==> src/hdl/isp_interlock_pkg.sv <==
// Shared constants for the flash programming interlock, both ends
// Functional notes
// - Finish flash erase/write before programming session starts
// - Real-time session host waits 500 ms first
// - Sector erase completes within that initial wait
// - Busy output high throughout real-time session
// - No flash activity until real-time session ends
// - User logic itself watches busy, halts flash
// - Complete flag set only after successful sequence
// - Pin drivers off unless complete flag set
// - Default: pins tri-stated, weak pull-up while programming
// - Clamp or real-time: pins held at fixed state
// - Hold test clock low, mode-select high until powered
// - Mode-select high keeps test-logic-reset on clock edges
// - Pull-ups on data-in, mode-select; pull-down clock
// - Without core power test logic idle, data-out tri-stated
package isp_interlock_pkg;
  // Sizes
  localparam int PIN_W = 8;
  localparam int FL_AW = 4;
  localparam int FL_WORDS = 16;
  localparam int FL_DW = 16;
  localparam int IR_W = 4;
  localparam int DR_W = 8;
  localparam int PROG_WORDS = 4;
  localparam int TCK_HALF = 5;
  // Timing, core clock 100 MHz
  localparam int CLK_FREQ_KHZ = 100000;
  localparam int ERASE_TIME_MS = 500;
  localparam int ERASE_CYCLES = ERASE_TIME_MS * CLK_FREQ_KHZ;
  localparam int WRITE_TIME_US = 50;
  localparam int WRITE_CYCLES = WRITE_TIME_US * CLK_FREQ_KHZ / 1000;
  // Flash operation codes
  localparam logic [1:0] FL_OP_READ = 2'h0;
  localparam logic [1:0] FL_OP_WRITE = 2'h1;
  localparam logic [1:0] FL_OP_ERASE = 2'h2;
  localparam logic [FL_DW-1:0] FL_ERASED = 16'hFFFF;
  // Test instructions
  localparam logic [IR_W-1:0] IR_ENABLE = 4'h1;
  localparam logic [IR_W-1:0] IR_PROGRAM = 4'h2;
  localparam logic [IR_W-1:0] IR_DISABLE = 4'h3;
  localparam logic [IR_W-1:0] IR_BYPASS = 4'hF;
  // Scan shapes: step masks of mode-select, lengths, data offsets
  localparam logic [15:0] SEQ_RESET_TMS = 16'h001F;
  localparam logic [4:0] SEQ_RESET_LEN = 5'h06;
  localparam logic [15:0] SEQ_IR_TMS = 16'h0183;
  localparam logic [4:0] SEQ_IR_LEN = 5'h0A;
  localparam int SEQ_IR_OFS = 4;
  localparam logic [15:0] SEQ_DR_TMS = 16'h0C01;
  localparam logic [4:0] SEQ_DR_LEN = 5'h0D;
  localparam int SEQ_DR_OFS = 3;
  // Controller register map
  localparam logic [7:0] REG_CTRL = 8'h00;
  localparam logic [7:0] REG_FL_CMD = 8'h04;
  localparam logic [7:0] REG_FL_DATA = 8'h08;
  localparam logic [7:0] REG_STATUS = 8'h0C;
  localparam logic [7:0] REG_IRQ_ST = 8'h10;
  localparam logic [7:0] REG_IRQ_MASK = 8'h14;
  // Field positions
  localparam int CTRL_START = 0;
  localparam int CTRL_RT_EN = 1;
  localparam int CTRL_CLAMP = 2;
  localparam int CMD_ADDR_LSB = 8;
  localparam int CMD_DATA_LSB = 16;
  localparam int EV_DONE = 0;
  localparam int EV_FLASH = 1;
  localparam int EV_REFUSED = 2;
  localparam int EV_W = 3;
  localparam int ST_W = 6;
endpackage : isp_interlock_pkg

==> src/hdl/isp_link_if.sv <==
// Interface joining the programming host and the device end
`timescale 1ns/1ns
`default_nettype none
interface isp_link_if;
  import isp_interlock_pkg::*;
  // Test access pins
  logic tck;
  logic tms;
  logic tdi;
  logic tdo;
  logic tdo_oe;
  // Programming options chosen by the host
  logic rt_en;
  logic clamp_en;
  // User flash access
  logic fl_req;
  logic [1:0] fl_op;
  logic [FL_AW-1:0] fl_addr;
  logic [FL_DW-1:0] fl_wdata;
  logic [FL_DW-1:0] fl_rdata;
  logic fl_rvalid;
  logic fl_busy;
  // Programming state
  logic realtime_prog_busy;
  logic prog_complete_flag;
  modport dev (
    input tck, tms, tdi, rt_en, clamp_en, fl_req, fl_op, fl_addr, fl_wdata,
    output tdo, tdo_oe, fl_rdata, fl_rvalid, fl_busy, realtime_prog_busy,
    output prog_complete_flag
  );
  modport host (
    output tck, tms, tdi, rt_en, clamp_en, fl_req, fl_op, fl_addr, fl_wdata,
    input tdo, tdo_oe, fl_rdata, fl_rvalid, fl_busy, realtime_prog_busy,
    input prog_complete_flag
  );
endinterface : isp_link_if
`default_nettype wire
==> src/hdl/isp_device_end.sv <==
// Device end: test access controller, user flash block, pin control
//
// The plain strobed port and the register offsets are this design's own decisions.
`timescale 1ns/1ns
`default_nettype none
module isp_device_end
  import isp_interlock_pkg::*;
#(
  parameter int ERASE_CYC = ERASE_CYCLES,
  parameter int WRITE_CYC = WRITE_CYCLES,
  parameter int NPIN = PIN_W
) (
  // Clock and reset
  input wire logic core_clk,
  input wire logic sys_rst,
  // Link to the programming host
  isp_link_if.dev link,
  // Power and user pin requests
  input wire logic core_power_ok,
  input wire logic [NPIN-1:0] user_out,
  input wire logic [NPIN-1:0] user_oe,
  input wire logic [NPIN-1:0] clamp_val,
  input wire logic [NPIN-1:0] clamp_oe,
  // Pad drive
  output logic [NPIN-1:0] pad_out,
  output logic [NPIN-1:0] pad_oe,
  output logic [NPIN-1:0] pad_pullup,
  // Test pin pull resistors
  output logic tdi_pullup,
  output logic tms_pullup,
  output logic tck_pulldown
);
  // Test access controller states
  typedef enum logic [3:0] {
    T_RESET = 4'hF, T_IDLE = 4'hC, T_SEL_DR = 4'h7, T_CAP_DR = 4'h6,
    T_SH_DR = 4'h2, T_EX1_DR = 4'h1, T_PAU_DR = 4'h3, T_EX2_DR = 4'h0,
    T_UPD_DR = 4'h5, T_SEL_IR = 4'h4, T_CAP_IR = 4'hE, T_SH_IR = 4'hA,
    T_EX1_IR = 4'h9, T_PAU_IR = 4'hB, T_EX2_IR = 4'h8, T_UPD_IR = 4'hD
  } tap_t;
  // Flash engine states
  typedef enum logic [1:0] {
    F_IDLE = 2'h0, F_WRITE = 2'h1, F_ERASE = 2'h2
  } fl_state_t;
  // Whole module state
  typedef struct packed {
    logic tck_s1, tck_s2, tck_d;
    logic tms_s1, tms_s2;
    logic tdi_s1, tdi_s2;
    logic pwr_s1, pwr_s2;
    tap_t tap;
    logic [IR_W-1:0] ir_sh, ir;
    logic [DR_W-1:0] dr_sh;
    logic tdo, tdo_oe;
    logic session, rt_lat, clamp_lat;
    logic [7:0] prog_cnt;
    logic flag;
    fl_state_t fst;
    logic [31:0] fcnt;
    logic [FL_AW-1:0] faddr;
    logic [FL_DW-1:0] fdata;
    logic [FL_WORDS-1:0][FL_DW-1:0] mem;
    logic [FL_DW-1:0] rdata;
    logic rvalid;
    logic [NPIN-1:0] p_out, p_oe, p_pu;
  } dev_state_t;

  dev_state_t s_r;  // Registered state
  dev_state_t s_nxt;  // Next state
  logic [NPIN-1:0] pin_out_c;  // Per-pin drive value
  logic [NPIN-1:0] pin_oe_c;  // Per-pin enable
  logic [NPIN-1:0] pin_pu_c;  // Per-pin pull-up

  // Next controller state from mode-select
  function automatic tap_t tap_step(input tap_t st, input logic m);
    case (st)
      T_RESET: tap_step = m ? T_RESET : T_IDLE;  // Stays in reset
      T_IDLE: tap_step = m ? T_SEL_DR : T_IDLE;
      T_SEL_DR: tap_step = m ? T_SEL_IR : T_CAP_DR;
      T_CAP_DR: tap_step = m ? T_EX1_DR : T_SH_DR;
      T_SH_DR: tap_step = m ? T_EX1_DR : T_SH_DR;
      T_EX1_DR: tap_step = m ? T_UPD_DR : T_PAU_DR;
      T_PAU_DR: tap_step = m ? T_EX2_DR : T_PAU_DR;
      T_EX2_DR: tap_step = m ? T_UPD_DR : T_SH_DR;
      T_UPD_DR: tap_step = m ? T_SEL_DR : T_IDLE;
      T_SEL_IR: tap_step = m ? T_RESET : T_CAP_IR;
      T_CAP_IR: tap_step = m ? T_EX1_IR : T_SH_IR;
      T_SH_IR: tap_step = m ? T_EX1_IR : T_SH_IR;
      T_EX1_IR: tap_step = m ? T_UPD_IR : T_PAU_IR;
      T_PAU_IR: tap_step = m ? T_EX2_IR : T_PAU_IR;
      T_EX2_IR: tap_step = m ? T_UPD_IR : T_SH_IR;
      T_UPD_IR: tap_step = m ? T_SEL_DR : T_IDLE;
      default: tap_step = T_RESET;
    endcase
  endfunction : tap_step

  // Pin control, one slice per pin
  genvar gi;
  generate
    for (gi = 0; gi < NPIN; gi++) begin : g_pin
      always_comb begin
        if (s_r.session && (s_r.clamp_lat || s_r.rt_lat)) begin
          pin_out_c[gi] = clamp_val[gi];  // Held at fixed state
          pin_oe_c[gi] = clamp_oe[gi];
          pin_pu_c[gi] = 1'b0;
        end else if (s_r.session) begin
          pin_out_c[gi] = 1'b0;
          pin_oe_c[gi] = 1'b0;  // Tri-stated while programming
          pin_pu_c[gi] = 1'b1;  // Weak pull-up
        end else begin
          pin_out_c[gi] = user_out[gi];
          pin_oe_c[gi] = user_oe[gi] & s_r.flag;  // Drive only when complete
          pin_pu_c[gi] = ~s_r.flag;  // Unprogrammed pins float high
        end
      end
    end
  endgenerate

  // Next-state logic
  always_comb begin
    s_nxt = s_r;
    // Pin synchronisers
    s_nxt.tck_s1 = link.tck;
    s_nxt.tck_s2 = s_r.tck_s1;
    s_nxt.tck_d = s_r.tck_s2;
    s_nxt.tms_s1 = link.tms;
    s_nxt.tms_s2 = s_r.tms_s1;
    s_nxt.tdi_s1 = link.tdi;
    s_nxt.tdi_s2 = s_r.tdi_s1;
    s_nxt.pwr_s1 = core_power_ok;
    s_nxt.pwr_s2 = s_r.pwr_s1;
    s_nxt.rvalid = 1'b0;
    // Controller step on each synchronised test clock rise
    if (!s_r.pwr_s2) begin
      s_nxt.tap = T_RESET;  // No core power, test logic inactive
      s_nxt.tdo_oe = 1'b0;  // Data-out left tri-stated
      s_nxt.session = 1'b0;
    end else if (s_r.tck_s2 && !s_r.tck_d) begin
      s_nxt.tap = tap_step(s_r.tap, s_r.tms_s2);
      s_nxt.tdo_oe = 1'b0;
      case (s_r.tap)
        T_RESET: begin
          s_nxt.ir = IR_BYPASS;
        end
        T_CAP_IR: begin
          s_nxt.ir_sh = s_r.ir;
        end
        T_SH_IR: begin
          s_nxt.ir_sh = {s_r.tdi_s2, s_r.ir_sh[IR_W-1:1]};
          s_nxt.tdo = s_r.ir_sh[0];
          s_nxt.tdo_oe = !s_r.tms_s2;
        end
        T_CAP_DR: begin
          s_nxt.dr_sh = s_r.prog_cnt;
        end
        T_SH_DR: begin
          s_nxt.dr_sh = {s_r.tdi_s2, s_r.dr_sh[DR_W-1:1]};
          s_nxt.tdo = s_r.dr_sh[0];
          s_nxt.tdo_oe = !s_r.tms_s2;
        end
        T_UPD_IR: begin
          s_nxt.ir = s_r.ir_sh;
          if (s_r.ir_sh == IR_ENABLE) begin
            s_nxt.session = 1'b1;  // Session opens, flag withdrawn
            s_nxt.flag = 1'b0;
            s_nxt.prog_cnt = '0;
            s_nxt.rt_lat = link.rt_en;
            s_nxt.clamp_lat = link.clamp_en;
          end else if (s_r.ir_sh == IR_DISABLE && s_r.session) begin
            s_nxt.session = 1'b0;
            s_nxt.flag = (s_r.prog_cnt >= 8'(PROG_WORDS));  // Only on success
          end
        end
        T_UPD_DR: begin
          if (s_r.ir == IR_PROGRAM && s_r.session && s_r.prog_cnt != 8'hFF) begin
            s_nxt.prog_cnt = s_r.prog_cnt + 8'h01;
          end
        end
        default: begin
          s_nxt.tdo = s_r.tdo;
        end
      endcase
    end
    // User flash engine
    case (s_r.fst)
      F_IDLE: begin
        // Requests are dropped while a real-time session runs
        if (link.fl_req && !(s_r.session && s_r.rt_lat)) begin
          s_nxt.faddr = link.fl_addr;
          s_nxt.fdata = link.fl_wdata;
          s_nxt.fcnt = '0;
          if (link.fl_op == FL_OP_READ) begin
            s_nxt.rdata = s_r.mem[link.fl_addr];
            s_nxt.rvalid = 1'b1;
          end else if (link.fl_op == FL_OP_WRITE) begin
            s_nxt.fst = F_WRITE;
          end else if (link.fl_op == FL_OP_ERASE) begin
            s_nxt.fst = F_ERASE;
          end
        end
      end
      F_WRITE: begin
        s_nxt.fcnt = s_r.fcnt + 32'd1;
        if (s_r.fcnt == 32'(WRITE_CYC - 1)) begin
          // Programming can only clear bits
          s_nxt.mem[s_r.faddr] = s_r.mem[s_r.faddr] & s_r.fdata;
          s_nxt.fst = F_IDLE;
        end
      end
      F_ERASE: begin
        s_nxt.fcnt = s_r.fcnt + 32'd1;
        // Erase time equals the host's opening wait
        if (s_r.fcnt == 32'(ERASE_CYC - 1)) begin
          for (int k = 0; k < FL_WORDS; k++) begin
            s_nxt.mem[k] = FL_ERASED;
          end
          s_nxt.fst = F_IDLE;
        end
      end
      default: begin
        s_nxt.fst = F_IDLE;
      end
    endcase
    // Registered pad drive
    s_nxt.p_out = pin_out_c;
    s_nxt.p_oe = pin_oe_c;
    s_nxt.p_pu = pin_pu_c;
  end

  // State register
  always_ff @(posedge core_clk) begin
    if (sys_rst) begin
      s_r <= '0;
      s_r.tap <= T_RESET;
      s_r.ir <= IR_BYPASS;
      s_r.fst <= F_IDLE;
      s_r.mem <= {FL_WORDS{FL_ERASED}};
      s_r.p_pu <= '1;
    end else begin
      s_r <= s_nxt;
    end
  end

  // Outputs
  assign link.tdo = s_r.tdo;
  assign link.tdo_oe = s_r.tdo_oe & s_r.pwr_s2;
  assign link.fl_rdata = s_r.rdata;
  assign link.fl_rvalid = s_r.rvalid;
  assign link.fl_busy = (s_r.fst != F_IDLE);
  assign link.realtime_prog_busy = s_r.session & s_r.rt_lat;  // Whole session
  assign link.prog_complete_flag = s_r.flag;
  assign pad_out = s_r.p_out;
  assign pad_oe = s_r.p_oe;
  assign pad_pullup = s_r.p_pu;
  assign tdi_pullup = 1'b1;
  assign tms_pullup = 1'b1;
  assign tck_pulldown = 1'b1;  // Data-out has no pull
endmodule : isp_device_end
`default_nettype wire

==> src/flat_wrapper.sv <==
// flat-port wrapper written by rule: the top's interface ports become plain ports
module isp_device_end_flat import isp_interlock_pkg::*;
#(
  parameter int ERASE_CYC = ERASE_CYCLES,
  parameter int WRITE_CYC = WRITE_CYCLES,
  parameter int NPIN = PIN_W
)
  (core_clk, sys_rst, core_power_ok, user_out, user_oe, clamp_val, clamp_oe, pad_out, pad_oe, pad_pullup, tdi_pullup, tms_pullup, tck_pulldown, link_tck, link_tms, link_tdi, link_rt_en, link_clamp_en, link_fl_req, link_fl_op, link_fl_addr, link_fl_wdata, link_tdo, link_tdo_oe, link_fl_rdata, link_fl_rvalid, link_fl_busy, link_realtime_prog_busy, link_prog_complete_flag);
  isp_link_if link_i ();
  input wire logic core_clk;
  input wire logic sys_rst;
  input wire logic core_power_ok;
  input wire logic [NPIN-1:0] user_out;
  input wire logic [NPIN-1:0] user_oe;
  input wire logic [NPIN-1:0] clamp_val;
  input wire logic [NPIN-1:0] clamp_oe;
  output logic [NPIN-1:0] pad_out;
  output logic [NPIN-1:0] pad_oe;
  output logic [NPIN-1:0] pad_pullup;
  output logic tdi_pullup;
  output logic tms_pullup;
  output logic tck_pulldown;
  input wire logic [$bits(link_i.tck)-1:0] link_tck;
  input wire logic [$bits(link_i.tms)-1:0] link_tms;
  input wire logic [$bits(link_i.tdi)-1:0] link_tdi;
  input wire logic [$bits(link_i.rt_en)-1:0] link_rt_en;
  input wire logic [$bits(link_i.clamp_en)-1:0] link_clamp_en;
  input wire logic [$bits(link_i.fl_req)-1:0] link_fl_req;
  input wire logic [$bits(link_i.fl_op)-1:0] link_fl_op;
  input wire logic [$bits(link_i.fl_addr)-1:0] link_fl_addr;
  input wire logic [$bits(link_i.fl_wdata)-1:0] link_fl_wdata;
  output wire logic [$bits(link_i.tdo)-1:0] link_tdo;
  output wire logic [$bits(link_i.tdo_oe)-1:0] link_tdo_oe;
  output wire logic [$bits(link_i.fl_rdata)-1:0] link_fl_rdata;
  output wire logic [$bits(link_i.fl_rvalid)-1:0] link_fl_rvalid;
  output wire logic [$bits(link_i.fl_busy)-1:0] link_fl_busy;
  output wire logic [$bits(link_i.realtime_prog_busy)-1:0] link_realtime_prog_busy;
  output wire logic [$bits(link_i.prog_complete_flag)-1:0] link_prog_complete_flag;
  assign link_i.tck = link_tck;
  assign link_i.tms = link_tms;
  assign link_i.tdi = link_tdi;
  assign link_i.rt_en = link_rt_en;
  assign link_i.clamp_en = link_clamp_en;
  assign link_i.fl_req = link_fl_req;
  assign link_i.fl_op = link_fl_op;
  assign link_i.fl_addr = link_fl_addr;
  assign link_i.fl_wdata = link_fl_wdata;
  assign link_tdo = link_i.tdo;
  assign link_tdo_oe = link_i.tdo_oe;
  assign link_fl_rdata = link_i.fl_rdata;
  assign link_fl_rvalid = link_i.fl_rvalid;
  assign link_fl_busy = link_i.fl_busy;
  assign link_realtime_prog_busy = link_i.realtime_prog_busy;
  assign link_prog_complete_flag = link_i.prog_complete_flag;
  isp_device_end #(.ERASE_CYC(ERASE_CYC), .WRITE_CYC(WRITE_CYC), .NPIN(NPIN)) u_core (.core_clk(core_clk), .sys_rst(sys_rst), .link(link_i), .core_power_ok(core_power_ok), .user_out(user_out), .user_oe(user_oe), .clamp_val(clamp_val), .clamp_oe(clamp_oe), .pad_out(pad_out), .pad_oe(pad_oe), .pad_pullup(pad_pullup), .tdi_pullup(tdi_pullup), .tms_pullup(tms_pullup), .tck_pulldown(tck_pulldown));
endmodule
==> config.mk <==
export PLATFORM = sky130hd
export DESIGN_NAME = isp_device_end_flat
export DESIGN_NICKNAME = d
export VERILOG_FILES = /design/src/hdl/isp_interlock_pkg.sv /design/src/hdl/isp_link_if.sv /design/src/hdl/isp_device_end.sv /design/src/flat_wrapper.sv
export SDC_FILE = /design/constraint.sdc
export NUM_CORES = 1
export LEC_CHECK = 0
export BUFFER_PORTS_ARGS = -buffer_cell sky130_fd_sc_hd__buf_2
export CAP_MARGIN = 15
export CORE_AREA = 2 2 212 214
export CTS_CLUSTER_SIZE = 24
export DETAILED_ROUTE_END_ITERATION = 8
export DIE_AREA = 0 0 214 216
export PLACE_DENSITY_LB_ADDON = 0.3
export SLEW_MARGIN = 20
export SYNTH_ARGS = -nofsm -noshare
export SYNTH_HDL_FRONTEND = slang
export SYNTH_SLANG_ARGS = --single-unit
export TNS_END_PERCENT = 50
==> constraint.sdc <==
create_clock -name core_clk -period 3.3 [get_ports core_clk]
set_input_delay 0.825 -clock core_clk [delete_from_list [all_inputs] [get_ports core_clk]]
set_output_delay 0.825 -clock core_clk [all_outputs]
set_load 0.1 [all_outputs]
==> run metrics <==
CTS sink cnt 387; FF-to-FF End u_core.s_r[230]$_SDFFE_PP1P_; sequential element share of the synthesized area 39.6%; Fmax achieved 0.352 GHz; vias per cell 5.85; final period utilization 86.1%; Area contributors post-synth dfxtp_1 40%, mux2i_1 17%, mux4_2 13%; Worst slew margin 25.1%; Clock Skew 0.0189 ns; Die W 214 um; Critical R2R Launch u_core.s_r[349]$_SDFFE_PP0P_; Top delay family on crit path buffers and inverters; Slew @ Worst Pin 1.12 ns; slowest cell on the critical path a41oi_4; simple-gate area share of the yosys netlist 15.0%; Slew Viols, Final 0; CTS tree yes; post-layout total power 10.6 mW; Synthesis Warnings 0; Synth Area in Adders 0.383%; setup slack, reg-to-reg 0.46 ns; I/O Buffers 108; Placed Area 0.0203 mm^2; HPWL Detailed 34,600 um; Placer Congestion 0.864; Crit Path Category reg2reg; Initial Util 44.7%; layout cells sized above 1 19.8%; synthesized area per cell 10.3 um^2; CTS Hold Buffers Added 0; Root Driver clkbuf_16; worst-path maximum fanout 11; CP Launch Type register; r2r worst-path depth 9; area fraction in compound gates after synthesis 7.20%; Min Hold Slack 0.430 ns; post-CTS setup buffers 0; cell taking the most area after synthesis dfxtp_1; worst vdd ir 0.303 mV; # IOs 112; number of synthesized register bits 387; Layout Nets 1,985; synth-to-layout area growth 10.6%; number of flops mapped to enable cells by yosys 0; CP Buf/Inv Count 4; mapped cell area 0.0196 mm^2; run status completed; CTS HTree Levels 2; Die Ht 216 um; Rows 77; crit-path cells inv_1 > ha_1 > inv_1 > nor2_1 > a41oi_4 > buf_4 > a21o_1 > buf_4 > mux2i_1; via count 14,865; Synth Flop Type dfxtp_1; GRT Util Overall 23.5%; critical path endpoint u_core.s_r[230]$_SDFFE_PP1P_; Finish-stage setup viols 0; post-synthesis mux area share 30.0%; total gr overflow 0; Iter 0 DRT Violations 1,231; Final Cell Area 0.0217 mm^2; Max-cap violations 0; DRT antenna net count 0; antenna violations before repair 0; final wirelength 54,700 um; vias in the first global route 14,594; Critical Path End Type register; first-pass GRT wire length 85,500 um; hold crit path type reg2reg; Crit path required time 3.77 ns; post-synth top area share 39.6%; Fin. Hold Viols 0; Crit. path cell count 9; Worst-path clk slew 0.06 ns; slowest cell delay on critical path 0.59 ns; CP arrival 3.31 ns; Resized Gates After CTS 0; combinational family with the most area after synthesis multiplexers; post-DR wirelength/cell 21.6 um; drt pass-1 iters 5; cell with the most instances after synthesis dfxtp_1; largest net degree at the start of global routing 207; PwrDens 491 mW/mm^2; Critical path origin u_core.s_r[349]$_SDFFE_PP0P_; clk_lat worst skew 0.55 ns; CTS Buf Count 42; xor/xnor cell area share of the yosys netlist 1.12%; Core Region 0.0438 mm^2; Post-synth ARST share 0%; setup TNS 0 ns; clk buf depth 3; number of fill cells 3,929; Leak 7.84 nW; die area 0.0462 mm^2; Inserted Diodes 0; RSZ-0062 raised after global routing no; post-synth cell types 68; minimum clock period 2.84 ns; synth cell count leaders 387 x dfxtp_1, 341 x nor2_1, 333 x mux2i_1, 112 x mux4_2, 85 x clkbuf_1; Mapped Cells 1,906; post-route core utilization 49.4%; drt drc 0
## layer usage
layer	vias to the layer above	share of wire [%]	GRT usage, %	wire length (um)
li1	6811	-	-	-
met1	7393	44	31.7	23900
met2	538	46	38.2	25300
met3	123	6.7	3.33	3650
met4	0	3.5	8.95	1910
met5	-	0	0	0
## layout make-up
| type | count | area (um^2) | area share, % |
|---|---|---|---|
| inverters | 16 | 60.1 | 0.277 |
| clock inverters | 9 | 76.3 | 0.352 |
| repair buffers | 173 | 1180 | 5.44 |
| well taps | 592 | 741 | 3.42 |
| flip-flops and latches | 387 | 7750 | 35.8 |
| clock buffers | 66 | 1320 | 6.10 |
| multi-input cells | 1296 | 10500 | 48.6 |
## layout by cell type (no fill, tap or decap), types with 10 or more instances in the layout
cell and count:
dfxtp_1 384, nor2_1 340, mux2i_1 333, mux4_2 112, buf_2 106, nand2_1 76, a21oi_1 58, buf_4 55
clkbuf_16 43, a22oi_1 40, and3_1 34, nor2b_1 28, nand3_1 25, xnor2_1 20, o21ai_0 19, nand4b_1 18
a22o_1 16, clkbuf_8 16, inv_1 15, a31oi_1 15, nand4_1 14, nor3_1 13, nor4_1 12, buf_12 11
or4_1 10, a21oi_4 10, a211oi_1 10
## state kept, by name (all words and copies together), names as in the netlist
signal                          flops
u_core.link.fl_rvalid               1
u_core.s_r                        346
u_core.link.fl_rdata               16
u_core.s_nxt                        5
u_core.link.prog_complete_flag      1
u_core.link.tdo                     1
u_core.pad_out                      8
u_core.pad_pullup                   1
u_core.pad_oe                       8
## stage by stage
stage / setup slack, ns / std cells
after detailed placement: 0.487 / 2464
after CTS: 0.467 / 2539
after global routing: 0.325 / 2539
after floorplan: 0.478 / 1908
final: 0.458 / 2539
after global placement: 0.536 / 2464
## logic make-up after synthesis
| family | after synthesis |
|---|---|
| AOI/OAI and AO/OA | 197 |
| xor gates and xnor gates | 25 |
| adders and majority gates | 6 |
| buffers and inverters | 225 |
| DFF | 387 |
| muxes | 447 |
| other | 1 |
| and+or+nand+nor | 618 |
## power by group
part	switching, mW	internal [mW]
Combinational	0.761	0.328
Sequential	0.0822	4.75
Clock	1.90	2.82
Total	2.75	7.90
## how the worst min path moves through the flow
stage                                        end  slack (ns)  cells after the start                          from
floorplan           u_core.s_nxt[391]$_SDFF_PP0_        0.41                      1  u_core.s_nxt[392]$_SDFF_PP0_
global placement      u_core.s_r[385]$_SDFF_PP0_        0.42                      1  u_core.s_nxt[385]$_SDFF_PP0_
detailed placement    u_core.s_r[385]$_SDFF_PP0_        0.42                      1  u_core.s_nxt[385]$_SDFF_PP0_
CTS                   u_core.s_r[385]$_SDFF_PP0_        0.44                      1  u_core.s_nxt[385]$_SDFF_PP0_
global route        u_core.s_nxt[391]$_SDFF_PP0_        0.45                      1  u_core.s_nxt[392]$_SDFF_PP0_
finish                u_core.s_r[387]$_SDFF_PP0_        0.43                      1  u_core.s_nxt[387]$_SDFF_PP0_
Note: power is estimated with default switching activity, not from simulation.
